## src/pvic_pkg.sv

```systemverilog
// Package for the parallel I/O vectored interrupt unit: addresses, register
// pointers, field positions and reset values.
// Assumes an 8-bit I/O space and a host that drives one access per strobe.
package pvic_pkg;

    // =====================================================================
    // Port addresses
    localparam logic [7:0] PVIC_DATA_A_ADDR = 8'h78;
    localparam logic [7:0] PVIC_DATA_B_ADDR = 8'h79;
    localparam logic [7:0] PVIC_DATA_C_ADDR = 8'h7A;
    localparam logic [7:0] PVIC_CTRL_ADDR   = 8'h7B;

    // =====================================================================
    // Internal register pointers
    localparam logic [7:0] PVIC_REG_IRQ_CTL  = 8'h00;
    localparam logic [7:0] PVIC_REG_CFG_CTL  = 8'h01;
    localparam logic [7:0] PVIC_REG_B_VECTOR = 8'h02;
    localparam logic [7:0] PVIC_REG_B_CS     = 8'h09;
    localparam logic [7:0] PVIC_REG_B_POL    = 8'h2D;
    localparam logic [7:0] PVIC_REG_B_TRN    = 8'h2E;
    localparam logic [7:0] PVIC_REG_B_MASK   = 8'h2F;

    // =====================================================================
    // Field positions
    localparam int PVIC_IRQ_MIE_BIT   = 7;
    localparam int PVIC_IRQ_RESET_BIT = 0;
    localparam int PVIC_CFG_B_EN_BIT  = 7;
    localparam int PVIC_CFG_C_EN_BIT  = 4;
    localparam int PVIC_CS_IE_BIT     = 7;
    localparam int PVIC_CS_IP_BIT     = 5;
    localparam int PVIC_CS_CLR_BIT    = 4;

    // =====================================================================
    // Reset values and port C direction mask
    localparam logic [7:0] PVIC_IRQ_CTL_RST  = 8'h01;
    localparam logic [7:0] PVIC_CFG_CTL_RST  = 8'h00;
    localparam logic [7:0] PVIC_ZERO_RST     = 8'h00;
    localparam logic [7:0] PVIC_POL_RST      = 8'h00;
    localparam logic [3:0] PVIC_C_OUT_RST    = 4'h0;
    localparam logic [3:0] PVIC_C_DIR_MASK   = 4'h2;

    // =====================================================================
    // Access state machine
    typedef enum logic [2:0]
    {
        PVIC_ST_RESET = 3'b001,
        PVIC_ST_0     = 3'b010,
        PVIC_ST_1     = 3'b100
    } pvic_state_t;

endpackage : pvic_pkg

```

## src/pvic_top.sv

```systemverilog
// Parallel I/O unit with the access state machine, port B vectored interrupt
// controller and port C board control bits.
// Assumes host strobes are synchronous one-cycle pulses and that the vector
// acknowledge strobe arrives only while the interrupt request is pending.
//
// Notes on behaviour
// - Data port accesses never change the access state; only control port does.
// - Three states: reset while board reset active, then state 0 and state 1.
// - State 0 control read returns pointed register, stays in state 0.
// - State 0 control write loads the pointer and moves to state 1.
// - State 1 control read or write accesses pointed register, back to state 0.
// - State 1 suspends interrupt request and acknowledge handling.
// - Port B bit port, or-priority encoded vector matching, D7 highest.
// - Port B bit n is vectored interrupt line 7 minus n.
// - Port B inputs non-inverting, each with a ones catcher.
// - Polarity, transition and mask bits decide each line's match condition.
// - Polarity ones, transition zero, mask D6 only: high D6 is active.
// - A mask bit of one enables that line; a high held by the ones catcher counts active with polarity one and transition zero.
// - Match requests interrupt; acknowledge returns vector with top bit in D3-D1.
// - Port C enabled, non-inverting; D3, D2, D0 outputs, D1 input.
// - Pattern mask sits at pointer 2f; its D7 enables line zero.
module pvic_top
(
    input  wire logic       clk_sys_i,
    input  wire logic       resetn_i,
    input  wire logic [7:0] addr_i,
    input  wire logic [7:0] wdata_i,
    input  wire logic       rd_i,
    input  wire logic       wr_i,
    output logic      [7:0] rdata_o,
    input  wire logic [7:0] port_b_i,
    input  wire logic       port_c_i,
    output logic      [3:0] port_c_o,
    output logic      [3:0] port_c_oe_o,
    output logic            irq_o,
    input  wire logic       intack_i,
    output logic      [7:0] vector_o,
    output logic      [1:0] access_state_o
);
    import pvic_pkg::*;

    // =====================================================================
    // Declarations
    pvic_state_t state;
    pvic_state_t next_state;
    logic [7:0]  pointer;
    logic [7:0]  irq_ctl;
    logic [7:0]  cfg_ctl;
    logic [7:0]  b_vector;
    logic [7:0]  b_pol;
    logic [7:0]  b_trn;
    logic [7:0]  b_mask;
    logic [7:0]  catcher;
    logic [7:0]  b_prev;
    logic        b_ie;
    logic        b_ip;
    logic [3:0]  c_out;
    logic        ctrl_sel;
    logic        reg_rd;
    logic        reg_wr;
    logic [7:0]  match;
    logic        any_match;
    logic [7:0]  reg_rdata;
    logic [7:0]  next_rdata;
    logic        run_ok;

    // Highest set bit number, D7 first
    function automatic logic [2:0] top_bit(input logic [7:0] v);
        logic [2:0] n;
        n = 3'd0;
        for (int i = 0; i < 8; i++)
        begin
            if (v[i])
            begin
                n = 3'(i);
            end
        end
        return n;
    endfunction

    // =====================================================================
    // Access strobes
    assign ctrl_sel = (addr_i == PVIC_CTRL_ADDR);
    assign reg_rd   = ctrl_sel && rd_i;
    assign reg_wr   = ctrl_sel && wr_i && (state == PVIC_ST_1);
    assign run_ok   = (state == PVIC_ST_0) && !irq_ctl[PVIC_IRQ_RESET_BIT];

    // Next access state
    always_comb
    begin
        next_state = state;
        unique case (state)
            PVIC_ST_RESET:
            begin
                next_state = PVIC_ST_0;
            end
            PVIC_ST_0:
            begin
                if (ctrl_sel && wr_i)
                begin
                    next_state = PVIC_ST_1;
                end
            end
            PVIC_ST_1:
            begin
                if (ctrl_sel && (rd_i || wr_i))
                begin
                    next_state = PVIC_ST_0;
                end
            end
            default:
            begin
                next_state = PVIC_ST_RESET;
            end
        endcase
    end

    // Access state register
    always_ff @(posedge clk_sys_i)
    begin
        if (!resetn_i)
        begin
            state <= PVIC_ST_RESET;
        end
        else
        begin
            state <= next_state;
        end
    end

    // Register pointer
    always_ff @(posedge clk_sys_i)
    begin
        if (!resetn_i)
        begin
            pointer <= PVIC_ZERO_RST;
        end
        else if (ctrl_sel && wr_i && state == PVIC_ST_0)
        begin
            pointer <= wdata_i;
        end
    end

    // =====================================================================
    // Writable control registers
    always_ff @(posedge clk_sys_i)
    begin
        if (!resetn_i)
        begin
            irq_ctl  <= PVIC_IRQ_CTL_RST;
            cfg_ctl  <= PVIC_CFG_CTL_RST;
            b_vector <= PVIC_ZERO_RST;
            b_pol    <= PVIC_POL_RST;
            b_trn    <= PVIC_ZERO_RST;
            b_mask   <= PVIC_ZERO_RST;
            b_ie     <= 1'b0;
        end
        else if (reg_wr)
        begin
            unique case (pointer)
                PVIC_REG_IRQ_CTL:  irq_ctl  <= wdata_i;
                PVIC_REG_CFG_CTL:  cfg_ctl  <= wdata_i;
                PVIC_REG_B_VECTOR: b_vector <= wdata_i;
                PVIC_REG_B_POL:    b_pol    <= wdata_i;
                PVIC_REG_B_TRN:    b_trn    <= wdata_i;
                PVIC_REG_B_MASK:   b_mask   <= wdata_i;
                PVIC_REG_B_CS:     b_ie     <= wdata_i[PVIC_CS_IE_BIT];
                default:           b_ie     <= b_ie;
            endcase
        end
    end

    // =====================================================================
    // Port B ones catchers; set wins over software clear
    always_ff @(posedge clk_sys_i)
    begin
        if (!resetn_i)
        begin
            catcher <= PVIC_ZERO_RST;
            b_prev  <= PVIC_ZERO_RST;
        end
        else
        begin
            b_prev <= port_b_i;
            if (wr_i && addr_i == PVIC_DATA_B_ADDR)
            begin
                catcher <= (catcher & ~wdata_i) | port_b_i;
            end
            else
            begin
                catcher <= catcher | port_b_i;
            end
        end
    end

    // Pattern match per line: transition or level against polarity
    always_comb
    begin
        for (int i = 0; i < 8; i++)
        begin
            if (b_trn[i])
            begin
                match[i] = b_mask[i] && (port_b_i[i] != b_prev[i])
                           && (port_b_i[i] == b_pol[i]);
            end
            else if (b_pol[i])
            begin
                match[i] = b_mask[i] && catcher[i];
            end
            else
            begin
                match[i] = b_mask[i] && !port_b_i[i];
            end
        end
    end
    assign any_match = cfg_ctl[PVIC_CFG_B_EN_BIT] && (|match);

    // Interrupt pending, suspended in state 1; set wins over clear
    always_ff @(posedge clk_sys_i)
    begin
        if (!resetn_i)
        begin
            b_ip <= 1'b0;
        end
        else if (run_ok && any_match)
        begin
            b_ip <= 1'b1;
        end
        else if (reg_wr && pointer == PVIC_REG_B_CS && wdata_i[PVIC_CS_CLR_BIT])
        begin
            b_ip <= 1'b0;
        end
    end

    // Vector with top matching bit number in D3-D1
    always_ff @(posedge clk_sys_i)
    begin
        if (!resetn_i)
        begin
            vector_o <= PVIC_ZERO_RST;
        end
        else if (intack_i && run_ok)
        begin
            vector_o <= {b_vector[7:4], top_bit(match), b_vector[0]};
        end
    end

    assign irq_o = b_ip && b_ie && irq_ctl[PVIC_IRQ_MIE_BIT] && run_ok;

    // =====================================================================
    // Port C: D1 input, others outputs when enabled
    always_ff @(posedge clk_sys_i)
    begin
        if (!resetn_i)
        begin
            c_out <= PVIC_C_OUT_RST;
        end
        else if (wr_i && addr_i == PVIC_DATA_C_ADDR)
        begin
            c_out <= wdata_i[3:0] & ~PVIC_C_DIR_MASK;
        end
    end
    assign port_c_o    = c_out;
    assign port_c_oe_o = cfg_ctl[PVIC_CFG_C_EN_BIT] ? ~PVIC_C_DIR_MASK : 4'h0;

    // =====================================================================
    // Read data
    always_comb
    begin
        unique case (pointer)
            PVIC_REG_IRQ_CTL:  reg_rdata = irq_ctl;
            PVIC_REG_CFG_CTL:  reg_rdata = cfg_ctl;
            PVIC_REG_B_VECTOR: reg_rdata = b_vector;
            PVIC_REG_B_POL:    reg_rdata = b_pol;
            PVIC_REG_B_TRN:    reg_rdata = b_trn;
            PVIC_REG_B_MASK:   reg_rdata = b_mask;
            PVIC_REG_B_CS:     reg_rdata = {b_ie, 1'b0, b_ip, 5'h00};
            default:           reg_rdata = PVIC_ZERO_RST;
        endcase
    end

    always_comb
    begin
        next_rdata = PVIC_ZERO_RST;
        if (reg_rd)
        begin
            next_rdata = reg_rdata;
        end
        else if (rd_i && addr_i == PVIC_DATA_B_ADDR)
        begin
            next_rdata = port_b_i;
        end
        else if (rd_i && addr_i == PVIC_DATA_C_ADDR)
        begin
            next_rdata = {4'h0, c_out[3:2], port_c_i, c_out[0]};
        end
    end

    // Registered read data, valid the cycle after the read strobe
    always_ff @(posedge clk_sys_i)
    begin
        if (!resetn_i)
        begin
            rdata_o <= PVIC_ZERO_RST;
        end
        else
        begin
            rdata_o <= next_rdata;
        end
    end

    assign access_state_o = {state == PVIC_ST_1, state == PVIC_ST_0};

endmodule // pvic_top

```

## config.mk

```make
export PLATFORM = sky130hd
export DESIGN_NAME = pvic_top
export DESIGN_NICKNAME = d
export VERILOG_FILES = /design/src/pvic_pkg.sv /design/src/pvic_top.sv
export SDC_FILE = /design/constraint.sdc
export NUM_CORES = 1
export LEC_CHECK = 0
export ABC_AREA = 1
export BUFFER_PORTS_ARGS = -buffer_cell sky130_fd_sc_hd__buf_2
export CAP_MARGIN = 20
export CORE_MARGIN = 1.5
export CORE_UTILIZATION = 52
export DETAILED_ROUTE_END_ITERATION = 8
export GPL_ROUTABILITY_DRIVEN = 0
export PLACE_DENSITY = 0.83
export SYNTH_ARGS = -nofsm -noshare
export SYNTH_HDL_FRONTEND = slang
export SYNTH_SLANG_ARGS = --single-unit
export TNS_END_PERCENT = 30
```

## constraint.sdc

```tcl
create_clock -name clk_sys_i -period 1.3 [get_ports clk_sys_i]
set_input_delay 0.26 -clock clk_sys_i [delete_from_list [all_inputs] [get_ports clk_sys_i]]
set_output_delay 0.26 -clock clk_sys_i [all_outputs]
set_load 0.02 [all_outputs]
```

# After elaboration in Yosys (flattened, before gate mapping)
# Cells that the tools add are included.
# W data, S select, Z words.
dict set report totals {
  in_bits 30
  register_bits 96
}
dict set report classes {
  n_eq_ne 30
  bitwise 4
  reduce_logical 71
  muxes 34
}
# operator n
set ops {}
lappend ops {{$pmux W8 S7} 1}
lappend ops {{$logic_and A1 B1 Y1} 50}
lappend ops {{$eq A8 B6 Y1 const B} 3}
lappend ops {{$eq A8 B7 Y1 const B} 3}
lappend ops {{$mux W3} 8}
lappend ops {{$mux W8} 3}
lappend ops {{$mux W1} 19}
lappend ops {{$or A8 B8 Y8} 2}
lappend ops {{$reduce_and A2 Y1} 8}
lappend ops {{$logic_not A1 Y1} 9}
lappend ops {{$pmux W3 S3} 1}
lappend ops {{$and A8 B8 Y8} 1}
lappend ops {{$eq A1 B1 Y1} 8}
lappend ops {{$eq A8 B1 Y1 const B} 1}
lappend ops {{$eq A8 B2 Y1 const B} 1}
lappend ops {{$eq A8 B4 Y1 const B} 1}
lappend ops {{$logic_not A8 Y1} 1}
lappend ops {{$mux W4} 2}
lappend ops {{$ne A1 B1 Y1} 8}
lappend ops {{$not A8 Y8} 1}
lappend ops {{$reduce_or A8 Y1} 1}
lappend ops {{$ne A2 B1 Y1 const B} 2}
lappend ops {{$eq A3 B1 Y1 const B} 1}
lappend ops {{$eq A3 B2 Y1 const B} 1}
lappend ops {{other kinds (3)} 3}

# Depth between registers and ports, before layout
dict set report logic_depth {
  depth_word 11
  depth_mapped 12
  depth_no_buf 12
}

# Worst setup path after synthesis
# OpenSTA, ideal clock, no wires.
dict set report synth_path {
  kind {register to register}
  start {register state[2]}
  end {register b_pol[5]}
  required_ps 1175
  path_slack_ps -221
  setup_ps 125
  stages_incl_launch_ff 6
  n_path_buf 0
  synth_period_minus_slack_ps 1521
  t_arrival_ps 1396
  path_cell_list {dfxtp_1 > inv_2 > nor3_4 > nand2_4 > nor2_4 > a21oi_1}
}
dict set report synth_via {
  elab_chain_len 3
}
# item line_no
set synth_rtl {}
lappend synth_rtl {{start: declaration} pvic_top.sv:44} ;# pvic_state_t state;
lappend synth_rtl {{start signal: assignment} pvic_top.sv:127} ;# state <= next_state;
lappend synth_rtl {{$eq A3 B3 Y1} -}
lappend synth_rtl {{net access_state_o[1]} pvic_top.sv:38} ;# output logic [1:0] access_state_o
lappend synth_rtl {{$logic_and A1 B1 Y1} pvic_top.sv:85} ;# assign reg_wr = ctrl_sel && wr_i && (state == PVIC_ST_1);
lappend synth_rtl {{$reduce_and A2 Y1 (no source line)} -}
lappend synth_rtl {{end signal: assignment} pvic_top.sv:164} ;# PVIC_REG_B_POL: b_pol <= wdata_i;
lappend synth_rtl {{end: declaration} pvic_top.sv:50} ;# logic [7:0] b_pol;
# The timed path passes the listed nets, and every way through them passes these cells.
# A chain may end at the register's enable or synchronous reset.

# Worst setup path after layout
dict set report layout_path {
  start {register pointer[2]}
  end {register b_vector[0]}
}
dict set report layout_via {
  elab_chain_len 2
}
# item line_no
set layout_rtl {}
lappend layout_rtl {{start: declaration} pvic_top.sv:46} ;# logic [7:0] pointer;
lappend layout_rtl {{start signal: assignment} pvic_top.sv:140} ;# pointer <= wdata_i;
lappend layout_rtl {{$eq A8 B2 Y1} pvic_top.sv:160} ;# unique case (pointer)
lappend layout_rtl {{$reduce_and A2 Y1 (no source line)} -}
lappend layout_rtl {{end signal: assignment} pvic_top.sv:163} ;# PVIC_REG_B_VECTOR: b_vector <= wdata_i;
lappend layout_rtl {{end: declaration} pvic_top.sv:49} ;# logic [7:0] b_vector;
# Every way passes these cells.

==> flow_summary_export.csv <==
group,metric,value,unit
global_route,grt_pass1_vias,5215,
power,combinationalPowerShare,0.073,
timing,rsz0062_at_grt,"yes",
critical_path,startpoint,"pointer[2]",
timing,period_minus_slack,1.71,ns
synth,synth_cell_types,32,
power,intPower,4200,uW
global_route,grt_use_total,0.372,
floorplan,ios,57,
timing,min_period_over_period,1.32,
clock_network,clock_latency,0.39,ns
global_route,antenna_found_initial,1,
critical_path,start_kind,"flop",
critical_path,crit_type,"flop to flop",
cells_and_area,layout.cells.non_filler,841,
detailed_routing,firstDrtPassIters,7,
critical_path,rr_startpoint,"pointer[2]",
timing,finalSetupViolCount,75,
detailed_routing,drc,0,
global_route,overflow,0,
synth,synth-seq-cells,96,
power,seqPwrFrac,0.528,
timing,drv_slew,0,
clock_network,cts_hold_buffers,0,
synth,async_flop_share,0,
timing,timing.fmax,0.584,GHz
job,max-cap-violations,0,
synth,yosysMostFrequentCell,"nand2_1",
synth,yosys_warnings,0,
detailed_routing,via_count,5659,
clock_network,cts_sinks,96,
detailed_routing,via_per_inst,6.73,
synth,synth-edff-count,0,
detailed_routing,post_drt_wl_per_cell,23.7,um
synth,synthesis.area,4540,sq um
floorplan,fp.dieH,96.5,um
synth,synth_top_area_cell,"dfxtp_1",
critical_path,crit_required,1.59,ns
timing,hold_viol_final,0,
run_status,violations,"setup timing",
global_route,grt_start_max_net_pins,42,
clock_network,cts.clk_slew.worst_paths,0.10,ns
power,total_power,5700,uW
critical_path,critPathCaptureType,"flop",
clock_network,clk_path_buf_depth,2,
clock_network,cts_max_level,3,
synth,synth.top_cells.by_count,"100 x nand2_1, 96 x dfxtp_1, 73 x a21oi_1",
synth,syn_avg_cell_area,7.52,sq um
power,ir_drop,0.622,mV
timing,clock_skew,0.0136,ns
power,p_sw_frac,0.263,
critical_path,reg2regPathDepth,7,
cells_and_area,final_nets,761,
floorplan,initial_core_util,0.545,
run_status,outcome,"complete, but fails checks",
place,dpl.hpwl,9.60,mm
detailed_routing,wl,19.9,mm
global_route,grt_pass1_wl,25.9,mm
clock_network,tritoncts,"yes",
detailed_routing,drt-initial-drc-count,892,
synth,netlist.area_leader.share,0.423,
floorplan,design.core.area,8340,sq um
critical_path,timing.rr.end,"b_vector[0]",
power,power_frac_clock,0.399,
timing,worst_slack,-0.412,ns
power,p_leak,0.00284,uW
detailed_routing,ant_nets,0,
critical_path,r2r_setup_slack,-0.41,ns
timing,whs,0.0825,ns
synth,synthFlopType,"dfxtp_1",
clock_network,cts_buffers,9,
power,p_sw,1500,uW
critical_path,crit_fanout,8,
floorplan,die_x,96.5,um
floorplan,die_area,9310,sq um
power,power_density,899,nW/um^2
synth,syn_inst,604,
synth,yosysSeqAreaShare,0.423,
clock_network,cts_root_buf,"clkbuf_8",
cells_and_area,fillers,483,
critical_path,crit_path_end,"b_vector[0]",
cells_and_area,drive_above_1_share,0.396,
place,portBuffers,54,
min_path,hold_path.class,"input pin to flop",
place,placed_cells,809,
synth,synth.area.top_cells,"dfxtp_1 42%, nand2_1 8.3%, a21oi_1 8.0%",
floorplan,num_rows,33,
cells_and_area,area.growth.synth_to_final,39.5,%
critical_path,arrival,2.00,ns
[layout by cell type (no fill, tap or decap), types with 2 or more instances in the layout]
master and count:
buf_4 54, nand4_1 6, buf_6 18, o211ai_1 9, nor3_1 2, o21ai_2 16, nand2_2 11, conb_1 2
o22ai_1 3, buf_12 6, nand3_2 18, nand2_4 9, dfxtp_2 6, dfxtp_1 85, inv_1 57, nor3_4 5
inv_6 3, bufinv_16 2, dfxtp_4 5, buf_2 52, nand3_4 8, a21oi_1 61, nor2_4 16, o21ai_1 38
clkinvlp_4 2, clkbuf_8 9, nor2_8 8, nor2_1 31, inv_2 3, nand2_8 3, nor2_2 5, nand3_1 39
nand2_1 85, a21oi_2 21, o21bai_1 2, inv_4 8, o21ai_0 21
[worst min-delay path by stage]
stage                      from           to  slack (ns)  cells past startpoint
floorplan           port_b_i[0]    b_prev[0]        0.35                      2
global placement     pointer[7]   pointer[7]        0.45                      2
detailed placement  vector_o[5]  vector_o[5]        0.46                      2
CTS                 port_b_i[2]    b_prev[2]        0.11                      3
global route        port_b_i[1]    b_prev[1]        0.11                      3
finish              port_b_i[2]    b_prev[2]        0.08                      3
[routing by layer]
layer / routed length (um) / track usage
met3: 2680 / 0.118
met5: 0 / 0
met1: 6390 / 0.405
met2: 8610 / 0.612
met4: 2250 / 0.258
[state kept, by name, summed over array words and instances (netlist names)]
| name | flops |
|---|---|
| b_ie | 1 |
| b_ip | 1 |
| b_mask | 8 |
| b_pol | 8 |
| b_prev | 8 |
| b_trn | 8 |
| b_vector | 8 |
| catcher | 8 |
| cfg_ctl | 8 |
| irq_ctl | 8 |
| pointer | 8 |
| port_c_o | 3 |
| rdata_o | 8 |
| state | 3 |
| vector_o | 8 |
[worst max-delay path, stage by stage, from the launching register on]
cell	delay [ns]
dfxtp_4	0.38
nor2_4	0.21
inv_4	0.08
nor2_4	0.25
nand2_4	0.15
nor2_8	0.23
o21ai_1	0.09
a21oi_1	0.22
[cell families after synthesis]
family | after synthesis | share of synthesized area
AOI/OAI and AO/OA | 173 | 0.205
and+or+nand+nor | 246 | 0.293
DFF | 96 | 0.423
buffers and inverters | 88 | 0.0777
other | 1 | 0.000825
[metrics by stage]
step                setup WS, ns   util  area, sq um  setup TNS (ns)
floorplan                 -0.211      -         4560          -10.91
global placement          -0.315  0.648         5400          -17.35
detailed placement        -0.391  0.648         5400          -22.84
CTS                       -0.326  0.721         6020           -8.33
global route              -0.419  0.760         6340          -21.79
finish                    -0.412  0.760         6340          -17.67
[power groups by stage]
stage               clock network (uW)  registers, uW  logic, uW
finish                            2280           3010        416
global route                      2350           3010        435
detailed placement                   0           3080        339
CTS                               2170           3010        360
global placement                     0           3070        325
floorplan                            0           3070        175
[timing repair]
action / 4_1_cts / 5_1_grt
endpoints found under the hold margin: 0 / 0
buffers inserted: 8 / 8
setup endpoints to repair: 79 / 80
pin swaps: 41 / 46
gates resized for setup: 88 / 69
cloned: 1 / 0
[cell type report]
class                           instances  area [sq um]  share of cell area
Antenna cell                            1          2.50            0.000395
Clock buffer                            9           124              0.0195
Clock inverter                          6          92.6              0.0146
Inverter                               71           297              0.0468
Multi-Input combinational cell        422          2740               0.432
Sequential cell                        96          1950               0.307
Tap cell                              105           131              0.0207
Timing Repair Buffer                  131          1000               0.158
(Power assumes the default switching activity.)
